`config.mk`:
```
export PLATFORM = sky130hd
export DESIGN_NAME = ipc_core
export DESIGN_NICKNAME = d
export VERILOG_FILES = /design/src/ipc_pkg.sv /design/src/ipc_resolve_if.sv /design/src/ipc_core.sv /design/src/ipc_resolver.sv
export SDC_FILE = /design/constraint.sdc
export NUM_CORES = 1
export LEC_CHECK = 0
export BUFFER_PORTS_ARGS = -buffer_cell sky130_fd_sc_hd__buf_2
export CAP_MARGIN = 20
export CORE_ASPECT_RATIO = 0.8
export CORE_MARGIN = 3
export CORE_UTILIZATION = 35
export CTS_BUF_LIST = sky130_fd_sc_hd__clkbuf_4 sky130_fd_sc_hd__clkbuf_8
export DETAILED_ROUTE_END_ITERATION = 8
export PLACE_DENSITY = 0.61
export SETUP_SLACK_MARGIN = 0.15
export SLEW_MARGIN = 20
export SYNTH_ARGS = -nofsm -noshare
export SYNTH_HDL_FRONTEND = slang
export SYNTH_SLANG_ARGS = --single-unit
```
`constraint.sdc`:
```
create_clock -name core_clk_in -period 7.2 [get_ports core_clk_in]
set_input_delay 0.36 -clock core_clk_in [delete_from_list [all_inputs] [get_ports core_clk_in]]
set_output_delay 0.36 -clock core_clk_in [all_outputs]
set_load 0.01 [all_outputs]
```
`src/ipc_pkg.sv`:
```
// Purpose: Shared constants for the interrupt priority command logic
// Assumes: Byte-wide host port, eight request inputs
// Notes:   Field positions of command words and poll word
package ipc_pkg;
  localparam int          IPC_LEVELS      = 8;
  localparam logic [2:0]  IPC_HI_LEVEL    = 3'h7;
  localparam logic [7:0]  IPC_MASK_RESET  = 8'h00;
  localparam logic [7:0]  IPC_ZERO8       = 8'h00;
  localparam logic [2:0]  IPC_LOW_RESET   = 3'h7;
  localparam int          CW_KIND_HI      = 4;
  localparam int          CW_KIND_LO      = 3;
  localparam logic [1:0]  CW_KIND_PRIO    = 2'h0;
  localparam logic [1:0]  CW_KIND_MODE    = 2'h1;
  localparam int          CW_ROT_BIT      = 7;
  localparam int          CW_SEL_BIT      = 6;
  localparam int          CW_EOS_BIT      = 5;
  localparam int          CW_SMW_BIT      = 6;
  localparam int          CW_SMS_BIT      = 5;
  localparam int          CW_POLL_BIT     = 2;
  localparam int          CW_RR_BIT       = 1;
  localparam int          CW_RIS_BIT      = 0;
  localparam int          POLL_FLAG_BIT   = 7;
  localparam logic [2:0]  OP_NS_EOS       = 3'h1;
  localparam logic [2:0]  OP_SP_EOS       = 3'h3;
  localparam logic [2:0]  OP_ROT_NS_EOS   = 3'h5;
  localparam logic [2:0]  OP_ROT_AUTO_SET = 3'h4;
  localparam logic [2:0]  OP_ROT_AUTO_CLR = 3'h0;
  localparam logic [2:0]  OP_SET_PRIO     = 3'h6;
  localparam logic [2:0]  OP_ROT_SP_EOS   = 3'h7;
  localparam logic [2:0]  ACK_LAST_8BIT   = 3'h3;
  localparam logic [2:0]  ACK_LAST_16BIT  = 3'h2;

  typedef enum logic [1:0] {
    IPC_RD_REQ  = 2'b00,
    IPC_RD_SERV = 2'b01,
    IPC_RD_POLL = 2'b10
  } ipc_rdsel_t;
endpackage : ipc_pkg

```
`src/ipc_resolve_if.sv`:
```
// Purpose: Carries priority resolver inputs and results
// Assumes: One clock domain
// Notes:   Purely combinational results
interface ipc_resolve_if;
  import ipc_pkg::*;
  logic [7:0] pending;
  logic [7:0] serving;
  logic [7:0] masks;
  logic [2:0] lowest;
  logic       special;
  logic       req_found;
  logic [2:0] req_level;
  logic       int_ok;
  logic       srv_found;
  logic [2:0] srv_level;
  modport ctrl (output pending, serving, masks, lowest, special,
                input  req_found, req_level, int_ok, srv_found, srv_level);
  modport res  (input  pending, serving, masks, lowest, special,
                output req_found, req_level, int_ok, srv_found, srv_level);
endinterface : ipc_resolve_if

```
`src/ipc_core.sv`:
```
// Purpose: Operation-phase command, priority and service logic
// Assumes: Strobes are asynchronous levels, synchronized and edge-detected here
// Notes:   Setup words, vector bytes, cascade not included
// Functional notes
// - Eight mask bits, one inhibits input
// - Special mask write enable sets mode
// - Enable zero leaves mask mode unchanged
// - Fully nested, input 0 highest
// - Acknowledge sets highest pending service bit
// - Service bit blocks equal, lower requests
// - Non-specific end clears highest service bit
// - Specific end clears coded service bit
// - Special mask spares masked service bits
// - Auto end at last acknowledge pulse
// - Serviced input rotates to lowest priority
// - Rotate codes on end, auto set/clear
// - Set priority makes coded input lowest
// - Rotate specific end clears and rotates
// - Special mask: only own level inhibited
// - Poll makes next select-low read an acknowledge
// - Requests frozen from poll write to read
// - Poll word flag and level code
// - Service bit stays until end command or auto end
// - Poll overrides status register read
// - Select-line-high read returns mask bits
module ipc_core
  import ipc_pkg::*;
(
  input  wire logic       core_clk_in,
  input  wire logic       rst_in,
  input  wire logic [7:0] request_inputs_in,
  input  wire logic       write_strobe_in,
  input  wire logic       read_strobe_in,
  input  wire logic       register_select_line_in,
  input  wire logic [7:0] data_in,
  input  wire logic       acknowledge_strobe_in,
  input  wire logic       auto_end_of_service_in,
  input  wire logic       wide_cpu_mode_in,
  output logic [7:0]      data_out,
  output logic            data_oe_out,
  output logic            int_out,
  output logic [2:0]      vector_level_out
);
  logic [2:0]  req_s1, req_s2, req_s3;
  logic [7:0]  pin_s1, pin_s2, pin_s3;
  logic [7:0]  pending;
  logic [7:0]  frozen_req;
  logic [7:0]  request_mask_bits;
  logic [7:0]  in_service_bits;
  logic [2:0]  lowest;
  logic        special_mask_select;
  logic        rotate_auto;
  logic        poll_armed;
  ipc_rdsel_t  rd_sel;
  logic [2:0]  ack_count;
  logic [2:0]  ack_level;
  logic        ack_d1, ack_d2;
  logic        rd_d1, rd_d2;
  logic        wr_d1, wr_d2;
  logic        ack_start;
  logic        ack_end;
  logic        rd_start;
  logic        wr_start;
  logic        cmd_prio;
  logic        cmd_mode;
  logic        cmd_mask;
  logic        poll_read;
  logic [2:0]  op;
  logic [2:0]  code;
  logic [2:0]  last_ack;
  logic [2:0]  ns_level;
  logic        ns_found;
  logic [7:0]  rd_word;

  ipc_resolve_if rif ();
  ipc_resolver u_res (.rif(rif));

  // Pin inputs: three stages, change on second/third agree
  always_ff @(posedge core_clk_in) begin
    pin_s1 <= request_inputs_in;
    pin_s2 <= pin_s1;
    pin_s3 <= pin_s2;
    req_s1 <= {acknowledge_strobe_in, read_strobe_in, write_strobe_in};
    req_s2 <= req_s1;
    req_s3 <= req_s2;
  end

  always_ff @(posedge core_clk_in) begin
    if (rst_in) begin
      pending <= IPC_ZERO8;
      wr_d1 <= 1'b0;
      rd_d1 <= 1'b0;
      ack_d1 <= 1'b0;
    end else begin
      for (int i = 0; i < IPC_LEVELS; i++) begin
        if (pin_s2[i] == pin_s3[i]) begin
          pending[i] <= pin_s3[i];
        end
      end
      if (req_s2[0] == req_s3[0]) begin
        wr_d1 <= req_s3[0];
      end
      if (req_s2[1] == req_s3[1]) begin
        rd_d1 <= req_s3[1];
      end
      if (req_s2[2] == req_s3[2]) begin
        ack_d1 <= req_s3[2];
      end
    end
  end

  always_ff @(posedge core_clk_in) begin
    if (rst_in) begin
      wr_d2 <= 1'b0;
      rd_d2 <= 1'b0;
      ack_d2 <= 1'b0;
    end else begin
      wr_d2 <= wr_d1;
      rd_d2 <= rd_d1;
      ack_d2 <= ack_d1;
    end
  end

  assign wr_start  = wr_d1 && !wr_d2;
  assign rd_start  = rd_d1 && !rd_d2;
  assign ack_start = ack_d1 && !ack_d2;
  assign ack_end   = !ack_d1 && ack_d2;

  assign cmd_mask = wr_start && register_select_line_in;
  assign cmd_prio = wr_start && !register_select_line_in
                    && data_in[CW_KIND_HI:CW_KIND_LO] == CW_KIND_PRIO;
  assign cmd_mode = wr_start && !register_select_line_in
                    && data_in[CW_KIND_HI:CW_KIND_LO] == CW_KIND_MODE;
  assign op   = {data_in[CW_ROT_BIT], data_in[CW_SEL_BIT], data_in[CW_EOS_BIT]};
  assign code = data_in[2:0];
  assign poll_read = rd_start && poll_armed && !register_select_line_in;
  assign last_ack  = wide_cpu_mode_in ? ACK_LAST_16BIT : ACK_LAST_8BIT;

  always_ff @(posedge core_clk_in) begin
    if (rst_in) begin
      frozen_req <= IPC_ZERO8;
    end else if (!poll_armed) begin
      frozen_req <= pending;
    end
  end

  assign rif.pending = poll_armed ? frozen_req : pending;
  assign rif.serving = in_service_bits;
  assign rif.masks   = request_mask_bits;
  assign rif.lowest  = lowest;
  assign rif.special = special_mask_select;
  assign ns_found = rif.srv_found;
  assign ns_level = rif.srv_level;

  always_ff @(posedge core_clk_in) begin
    if (rst_in) begin
      request_mask_bits <= IPC_MASK_RESET;
    end else if (cmd_mask) begin
      request_mask_bits <= data_in;
    end
  end

  always_ff @(posedge core_clk_in) begin
    if (rst_in) begin
      special_mask_select <= 1'b0;
    end else if (cmd_mode && data_in[CW_SMW_BIT]) begin
      special_mask_select <= data_in[CW_SMS_BIT];
    end
  end

  always_ff @(posedge core_clk_in) begin
    if (rst_in) begin
      poll_armed <= 1'b0;
      rd_sel <= IPC_RD_REQ;
    end else if (cmd_mode) begin
      poll_armed <= data_in[CW_POLL_BIT];
      if (data_in[CW_RR_BIT]) begin
        rd_sel <= data_in[CW_RIS_BIT] ? IPC_RD_SERV : IPC_RD_REQ;
      end
    end else if (poll_read) begin
      poll_armed <= 1'b0;
    end
  end

  // Acknowledge pulse counting, level latch
  always_ff @(posedge core_clk_in) begin
    if (rst_in) begin
      ack_count <= 3'h0;
      ack_level <= IPC_HI_LEVEL;
    end else if (ack_start) begin
      ack_count <= 3'(ack_count + 3'h1);
      if (ack_count == 3'h0) begin
        ack_level <= rif.req_found ? rif.req_level : IPC_HI_LEVEL;
      end
    end else if (ack_end && ack_count == last_ack) begin
      ack_count <= 3'h0;
    end
  end

  // Service bits and rotation
  // bits held until end
  always_ff @(posedge core_clk_in) begin
    if (rst_in) begin
      in_service_bits <= IPC_ZERO8;
      lowest <= IPC_LOW_RESET;
      rotate_auto <= 1'b0;
    end else if (ack_start && ack_count == 3'h0 && rif.req_found) begin
      in_service_bits[rif.req_level] <= 1'b1;
    end else if (poll_read && rif.req_found) begin
      in_service_bits[rif.req_level] <= 1'b1;
    end else if (ack_end && ack_count == last_ack && auto_end_of_service_in) begin
      if (ns_found) begin
        in_service_bits[ns_level] <= 1'b0;
      end
      if (rotate_auto) begin
        lowest <= ack_level;
      end
    end else if (cmd_prio) begin
      case (op)
        OP_NS_EOS: begin
          if (ns_found) begin
            in_service_bits[ns_level] <= 1'b0;
          end
        end
        OP_SP_EOS: begin
          in_service_bits[code] <= 1'b0;
        end
        OP_ROT_NS_EOS: begin
          if (ns_found) begin
            in_service_bits[ns_level] <= 1'b0;
            lowest <= ns_level;
          end
        end
        OP_ROT_AUTO_SET: begin
          rotate_auto <= 1'b1;
        end
        OP_ROT_AUTO_CLR: begin
          rotate_auto <= 1'b0;
        end
        OP_SET_PRIO: begin
          lowest <= code;
        end
        OP_ROT_SP_EOS: begin
          in_service_bits[code] <= 1'b0;
          lowest <= code;
        end
        default: begin
          lowest <= lowest;
        end
      endcase
    end
  end

  always_comb begin
    if (register_select_line_in) begin
      rd_word = request_mask_bits;
    end else if (poll_armed) begin
      rd_word = IPC_ZERO8;
      rd_word[POLL_FLAG_BIT] = rif.req_found;
      rd_word[2:0] = rif.req_found ? rif.req_level : 3'h0;
    end else if (rd_sel == IPC_RD_SERV) begin
      rd_word = in_service_bits;
    end else begin
      rd_word = pending;
    end
  end

  always_ff @(posedge core_clk_in) begin
    if (rst_in) begin
      data_out <= IPC_ZERO8;
      data_oe_out <= 1'b0;
    end else begin
      data_oe_out <= rd_d1;
      if (rd_start) begin
        data_out <= rd_word;
      end
    end
  end

  always_ff @(posedge core_clk_in) begin
    if (rst_in) begin
      int_out <= 1'b0;
      vector_level_out <= IPC_HI_LEVEL;
    end else begin
      int_out <= rif.int_ok && ack_count == 3'h0;
      vector_level_out <= ack_level;
    end
  end

  AST_MASK_BLOCK: assert property (@(posedge core_clk_in) disable iff (rst_in)
    (rif.pending & ~request_mask_bits) == IPC_ZERO8 |=> !int_out)
    else $error("masked request raised interrupt");

  AST_SMM_SET: assert property (@(posedge core_clk_in) disable iff (rst_in)
    cmd_mode && data_in[CW_SMW_BIT] |=> special_mask_select == $past(data_in[CW_SMS_BIT]))
    else $error("special mask mode not updated");

  AST_SMM_KEEP: assert property (@(posedge core_clk_in) disable iff (rst_in)
    cmd_mode && !data_in[CW_SMW_BIT] |=> $stable(special_mask_select))
    else $error("special mask mode changed");

  AST_ACK_SETS: assert property (@(posedge core_clk_in) disable iff (rst_in)
    ack_start && ack_count == 3'h0 && rif.req_found |=> in_service_bits[ack_level])
    else $error("acknowledge did not set service bit");

  AST_SPEC_EOS: assert property (@(posedge core_clk_in) disable iff (rst_in)
    cmd_prio && op == OP_SP_EOS && !ack_start && !poll_read && !ack_end |=> !in_service_bits[$past(code)])
    else $error("specific end did not clear");

  AST_SET_PRIO: assert property (@(posedge core_clk_in) disable iff (rst_in)
    cmd_prio && op == OP_SET_PRIO && !ack_start && !poll_read && !ack_end
    |=> lowest == $past(code) && $stable(in_service_bits))
    else $error("set priority wrong");

  AST_POLL_FREEZE: assert property (@(posedge core_clk_in) disable iff (rst_in)
    poll_armed && $past(poll_armed) |-> $stable(frozen_req))
    else $error("requests not frozen during poll");

  AST_POLL_EMPTY: assert property (@(posedge core_clk_in) disable iff (rst_in)
    poll_read && !rif.req_found && !cmd_prio && !ack_end && !ack_start
    |=> data_out[POLL_FLAG_BIT] == 1'b0 && $stable(in_service_bits))
    else $error("empty poll changed state");

  AST_MASK_READ: assert property (@(posedge core_clk_in) disable iff (rst_in)
    rd_start && register_select_line_in && !cmd_mask |=> data_out == request_mask_bits)
    else $error("mask read wrong");
endmodule : ipc_core

```
`src/ipc_resolver.sv`:
```
// Purpose: Rotating priority search over request and service bits
// Assumes: Level lowest gets bottom priority, lowest+1 top
// Notes:   Combinational only
module ipc_resolver
  import ipc_pkg::*;
(
  ipc_resolve_if.res rif
);
  // Highest-priority set bit, search from lowest+1 upward
  function automatic logic [3:0] ipc_find(input logic [7:0] v, input logic [2:0] low);
    logic [3:0] r;
    logic [2:0] idx;
    r = 4'h0;
    for (int k = IPC_LEVELS - 1; k >= 0; k--) begin
      idx = 3'(low + 3'(k) + 3'h1);
      if (v[idx]) begin
        r = {1'b1, idx};
      end
    end
    return r;
  endfunction : ipc_find

  logic [3:0] req_hit;
  logic [3:0] srv_hit;
  logic [7:0] srv_eff;
  logic [7:0] req_eff;

  always_comb begin
    req_eff = rif.pending & ~rif.masks;
    srv_eff = rif.special ? (rif.serving & ~rif.masks) : rif.serving;
    req_hit = ipc_find(req_eff, rif.lowest);
    srv_hit = ipc_find(srv_eff, rif.lowest);
  end

  assign rif.req_found = req_hit[3];
  assign rif.req_level = req_hit[2:0];
  assign rif.srv_found = srv_hit[3];
  assign rif.srv_level = srv_hit[2:0];

  always_comb begin
    if (!req_hit[3]) begin
      rif.int_ok = 1'b0;
    end else if (rif.special || !srv_hit[3]) begin
      rif.int_ok = !srv_eff[req_hit[2:0]];
    end else begin
      rif.int_ok = 3'(req_hit[2:0] - rif.lowest - 3'h1) < 3'(srv_hit[2:0] - rif.lowest - 3'h1);
    end
  end
endmodule : ipc_resolver

```
; Word-level counts from Yosys, hierarchy flattened
; Cells that the tools add are included.
[classes]
add_sub_neg = 19
n_lt_le_gt_ge = 15
n_eq_ne = 22
muxes = 83
n_bitwise = 11
n_reduce_logical = 46
[op_table]
columns = cell, n
row1 = $mux 8, 10
row2 = $mux 4, 16
row3 = $bmux 1 s3, 17
row4 = $lt 3x4->1 const B, 11
row5 = $and 8x8->8, 4
row6 = $add 3x1->3 const B, 9
row7 = $mux 1, 26
row8 = $mux 3, 8
row9 = $not 8->8, 3
row10 = $logic_and 1x1->1, 20
row11 = $pmux 8 s2, 1
row12 = $add 3x3->3 const B, 4
row13 = $eq 3x3->1 const B, 4
row14 = $eq 1x1->1, 11
row15 = $demux 1 s3, 3
row16 = $ge 3x1->1 const B, 3
row17 = $or 8x8->8, 1
row18 = $reduce_bool 2->1, 4
row19 = $logic_not 1->1, 7
row20 = $add 3x2->3 const B, 2
row21 = $logic_not 3->1, 2
row22 = $pmux 3 s2, 1
row23 = $reduce_and 2->1, 3
row24 = $reduce_and 6->1, 1
row25 = 18 further kinds, 25
[word_totals]
ff_bits = 97
output_inout_bits = 13
wordCells = 229

; Longest topological paths before layout
[depth]
ltp_word = 25
ltp_mapped = 21
mapped_depth_nobuf = 17

; Hierarchy
; Synthesis repeated with hierarchy kept, for this count alone.
[unflattened]
cells_unflattened = 628
hier_area_um2 = 5854.4
[modules_own_cells]
columns = module, n_inst, cells_per_inst, area_each_um2, seq_area_each_um2
row1 = ipc_core, 1, 358, 3686.0, 1921.8
row2 = ipc_resolver, 1, 270, 2168.3, 0.0

; Worst setup path before layout
; Ideal clock, no wire load.
[synth_timing]
kind = register to register
startpoint = register lowest[0]
endpoint = register int_out
setup_ns = 0.087
t_arrival_ns = 4.900
required_time_ns = 7.113
setup_slack_ns = 2.213
stages_incl_launch_ff = 21
n_path_buf = 4
synth_period_minus_slack_ns = 4.987
path_cell_list = dfxtp_1 buf_2 inv_2 clkbuf_4 buf_1 ha_1 buf_2 o32a_1 mux4_2 o31ai_1 a2111oi_2 o2bb2ai_2 inv_2 ha_1 fa_1 xnor2_1 xnor2_1 ha_1 a211oi_1 nand2_1 o31ai_1
[synth_between]
elab_chain_cells = 18
[synth_lines]
columns = element, line_no
row1 = start: declaration, ipc_core.sv:50  ; logic [2:0] lowest;
row2 = start signal: assignment, ipc_core.sv:216  ; lowest <= ack_level;
row3 = start signal: assignment, ipc_core.sv:231  ; lowest <= ns_level;
row4 = start signal: assignment, ipc_core.sv:241  ; lowest <= code;
row5 = $add 3x3->3, ipc_resolver.sv:15  ; idx = 3'(low + 3'(k) + 3'h1);
row6 = $add 3x1->3, ipc_resolver.sv:15
row7 = $bmux 1 s3, ipc_resolver.sv:16  ; if (v[idx]) begin
row8 = $mux 1 (not written as such), ipc_resolver.sv:16
row9 = $mux 4 (8 in series), ipc_resolver.sv:16
row10 = $sub 3x3->3 / $bmux 1 s3 (equally long branches), "ipc_resolver.sv:46, ipc_resolver.sv:44"
row11 = $sub 3x1->3 / $mux 1 (equally long branches), "ipc_resolver.sv:46, ipc_resolver.sv:44"
row12 = $lt 3x3->1 / $logic_not 1->1 (equally long branches), "ipc_resolver.sv:46, ipc_resolver.sv:44"
row13 = $mux 1, ipc_resolver.sv:43  ; end else if (rif.special || !srv_hit[3]) begin
row14 = $mux 1 (*), ipc_resolver.sv:41  ; if (!req_hit[3]) begin
row15 = $logic_and 1x1->1 (*), ipc_core.sv:285  ; int_out <= rif.int_ok && ack_count == 3'h0;
row16 = end signal: assignment, ipc_core.sv:282  ; int_out <= 1'b0;
row17 = end signal: assignment, ipc_core.sv:285
row18 = end: declaration, ipc_core.sv:41  ; output logic int_out,
; Mark *: on every way between the ends. The rest lies on a longest branch, timed or not. The select of a mux whose other input is x is not followed.
; A chain may end at the register's enable or synchronous reset.

; Worst setup path after layout
; Ends and elaborated chain as after synthesis.

==> results by group <==
STA
  – FMAX: 190 MHz
  – Slew headroom: 28.4%
  – Final setup violation count: 0
  – Final min period: 5250 ps
  – Crit share post-route: 73.0%
  – Final TNS setup: 0 ps
  – Hold Fails Final Rpt: 0
  – Slew Viols, Final: 0
  – Setup repair after global routing missed its margin: no
  – Tightest Pin Transition: 1060 ps
  – Clock skew: 5.58 ps

Critical path
  – Crit end category: register
  – Worst path slowest cell: ha_1
  – Cell Chain, Critical Path: inv_2, buf_4, ha_1, buf_4, nand2b_1, o32a_1, mux4_2, o31ai_1, a2111oi_2, o2bb2ai_2, inv_2, ha_1, fa_1, xnor2_1, xnor2_1, ha_1, a211oi_1, nand2_1, o31ai_1
  – CP arrival: 5530 ps
  – CP max FO: 29
  – WP buf/inv: 4
  – Critical Path RT: 7470 ps
  – Setup CP Type: register to register
  – CP top delay family: adder cells
  – CP peak stage delay: 830 ps
  – Worst setup SP type: register
  – Most frequent CP cell: ha_1

Yosys
  – Register area share after synthesis: 32.1%
  – Synth unique cells: 77
  – Syn nets: 717
  – Post-synth ARST share: 0%
  – Most used flip-flop cell after synthesis: dfxtp_1
  – Synthesized instance count: 682
  – Syn Std Cell Area: 5980 sq um
  – Number of synthesized flops with an enable pin: 0
  – Syn avg cell area: 8.77 sq um
  – Flip-flop and latch count after synthesis: 96
  – Yosys warns: 0

Floorplan
  – # rows: 42
  – Effective utilization at floorplan: 35.9%
  – Top Ports: 37
  – Core region area: 16,700 sq um
  – Chip width: 152 um
  – Full die area: 18,700 sq um
  – Die H: 123 um

Final layout
  – Most frequent cells in the layout: dfxtp_1, nor2_1, nand2_1
  – ANT cells: 0
  – Layout cells sized above 1: 17.8%
  – Nets: 726
  – Commonest non-fill, non-tap cell in the layout: dfxtp_1
  – Final Core Density: 39.1%
  – P&R area growth vs syn: 8.99%

Clocking
  – Post-CTS Setup Bufs: 0
  – Clock latency on the worst-skew pair: 360 ps
  – Clock Path Buffers: 2
  – CTS H-tree lvls: 3
  – Post-CTS Hold Buffers: 0
  – Resize count post-CTS: 0
  – Cell chosen for the clock root: clkbuf_8
  – CTS tree: built
  – CTS Sinks: 96
  – TritonCTS Buffers: 9
  – Clock transition at the registers of the reported paths: 90 ps

GRT
  – Vias in the first global route: 4,708
  – First-pass GRT wire length: 26,500 um
  – Initial antenna violation count: 0
  – GRT Residual Overflow: 0
  – Total global-route track usage: 17.5%
  – Largest net degree at the start of global routing: 62

Detailed routing
  – Routed via count: 5,441
  – DRT iter0 DRCs: 585
  – Routed WL per cell: 18.3 um
  – Final wirelength: 16,700 um
  – # DRC: 0
  – 1st-pass router iterations: 6
  – Vias per cell: 5.95
  – Antenna viol nets, final: 0

Place
  – Placer Congestion: 0.900
  – Placed wire-length estimate: 12,000 um
  – PortBufs: 36

Run status
  – Status: complete, no violations

Pwr
  – Worst VDD drop: 0.134 mV
  – LEAKAGE: 2.46 nW
  – Power Density: 183 nW/um^2

Min path
  – Hold Crit Class: primary input to register

Run
  – Max Cap Viol: 0
[path summary, 6_finish.rpt]
path                           from            endpoint  slack [ps]  depth (start not counted)
max reg2reg  lowest[0]$_SDFFE_PP1P_  int_out$_SDFF_PP0_        1950                         19
min            request_inputs_in[3]   pin_s1[3]$_DFF_P_          90                          1
min reg2reg       pin_s1[3]$_DFF_P_   pin_s2[3]$_DFF_P_         330                          0
max          lowest[0]$_SDFFE_PP1P_  int_out$_SDFF_PP0_        1950                         19
[through the flow]
step / hold WS (ps) / instance area, sq um / instances / worst slack [ps] / power, W
after floorplan: 310 / 5980 / 682 / 2210 / 0.000750
after global placement: 311 / 6310 / 900 / 2080 / 0.000816
after detailed placement: 312 / 6310 / 900 / 1970 / 0.000816
after CTS: 74.6 / 6520 / 915 / 1930 / 0.00120
after global routing: 73.8 / 6520 / 915 / 1630 / 0.00125
final: 93.7 / 6520 / 915 / 1950 / 0.00119
[kinds of logic after synthesis]
| group | Yosys count | synth area share (%) |
|---|---|---|
| adders and majority gates | 11 | 2.55 |
| xor gates and xnor gates | 10 | 1.46 |
| AOI/OAI and AO/OA | 207 | 25.2 |
| buffers and inverters | 67 | 4.69 |
| muxes | 71 | 17.0 |
| and+or+nand+nor | 220 | 16.9 |
| DFF | 96 | 32.1 |
[registers in the layout, summed over array words and instances, names as in the netlist, 3 cells and up]
signal             cells
data_out               8
frozen_req             8
in_service_bits        8
pending                8
pin_s1                 8
pin_s2                 8
pin_s3                 8
request_mask_bits      8
ack_count              3
ack_level              3
lowest                 3
req_s1                 3
req_s2                 3
req_s3                 3
vector_level_out       3
[where the power goes]
part	switching [W]	leakage [nW]	internal, W	total [W]
logic	0.000139	1.57	0.0000902	0.000229
clock network	0.000185	0.106	0.000198	0.000383
registers	0.0000228	0.792	0.000558	0.000580
[final cells by class]
| cell class | instances | area, sq um |
|---|---|---|
| Clock buffer | 10 | 131 |
| Clock inverter | 5 | 81.3 |
| Fill cell | 1645 | 10100 |
| Inverter | 18 | 67.6 |
| Multi-Input combinational cell | 519 | 3780 |
| Sequential cell | 96 | 1920 |
| Tap cell | 220 | 275 |
| Timing Repair Buffer | 47 | 263 |
[Yosys cell counts (16+ instances only)]
cell / number / area (sq um)
nor2_1: 71 / 267
nand3_1: 16 / 80.1
nand2_1: 62 / 233
o21ai_0: 28 / 140
dfxtp_1: 96 / 1920
mux4_2: 22 / 495
mux2i_1: 29 / 290
nor3_1: 16 / 80.1
clkbuf_1: 33 / 124
a21oi_1: 46 / 230
mux2_2: 16 / 180
[metal layers]
layer	wire length, um	global-route usage [%]
met1	8080	27.0
met2	6760	24.4
met3	1640	4.13
met4	223	4.27
met5	0	0
(Power assumes the default switching activity.)
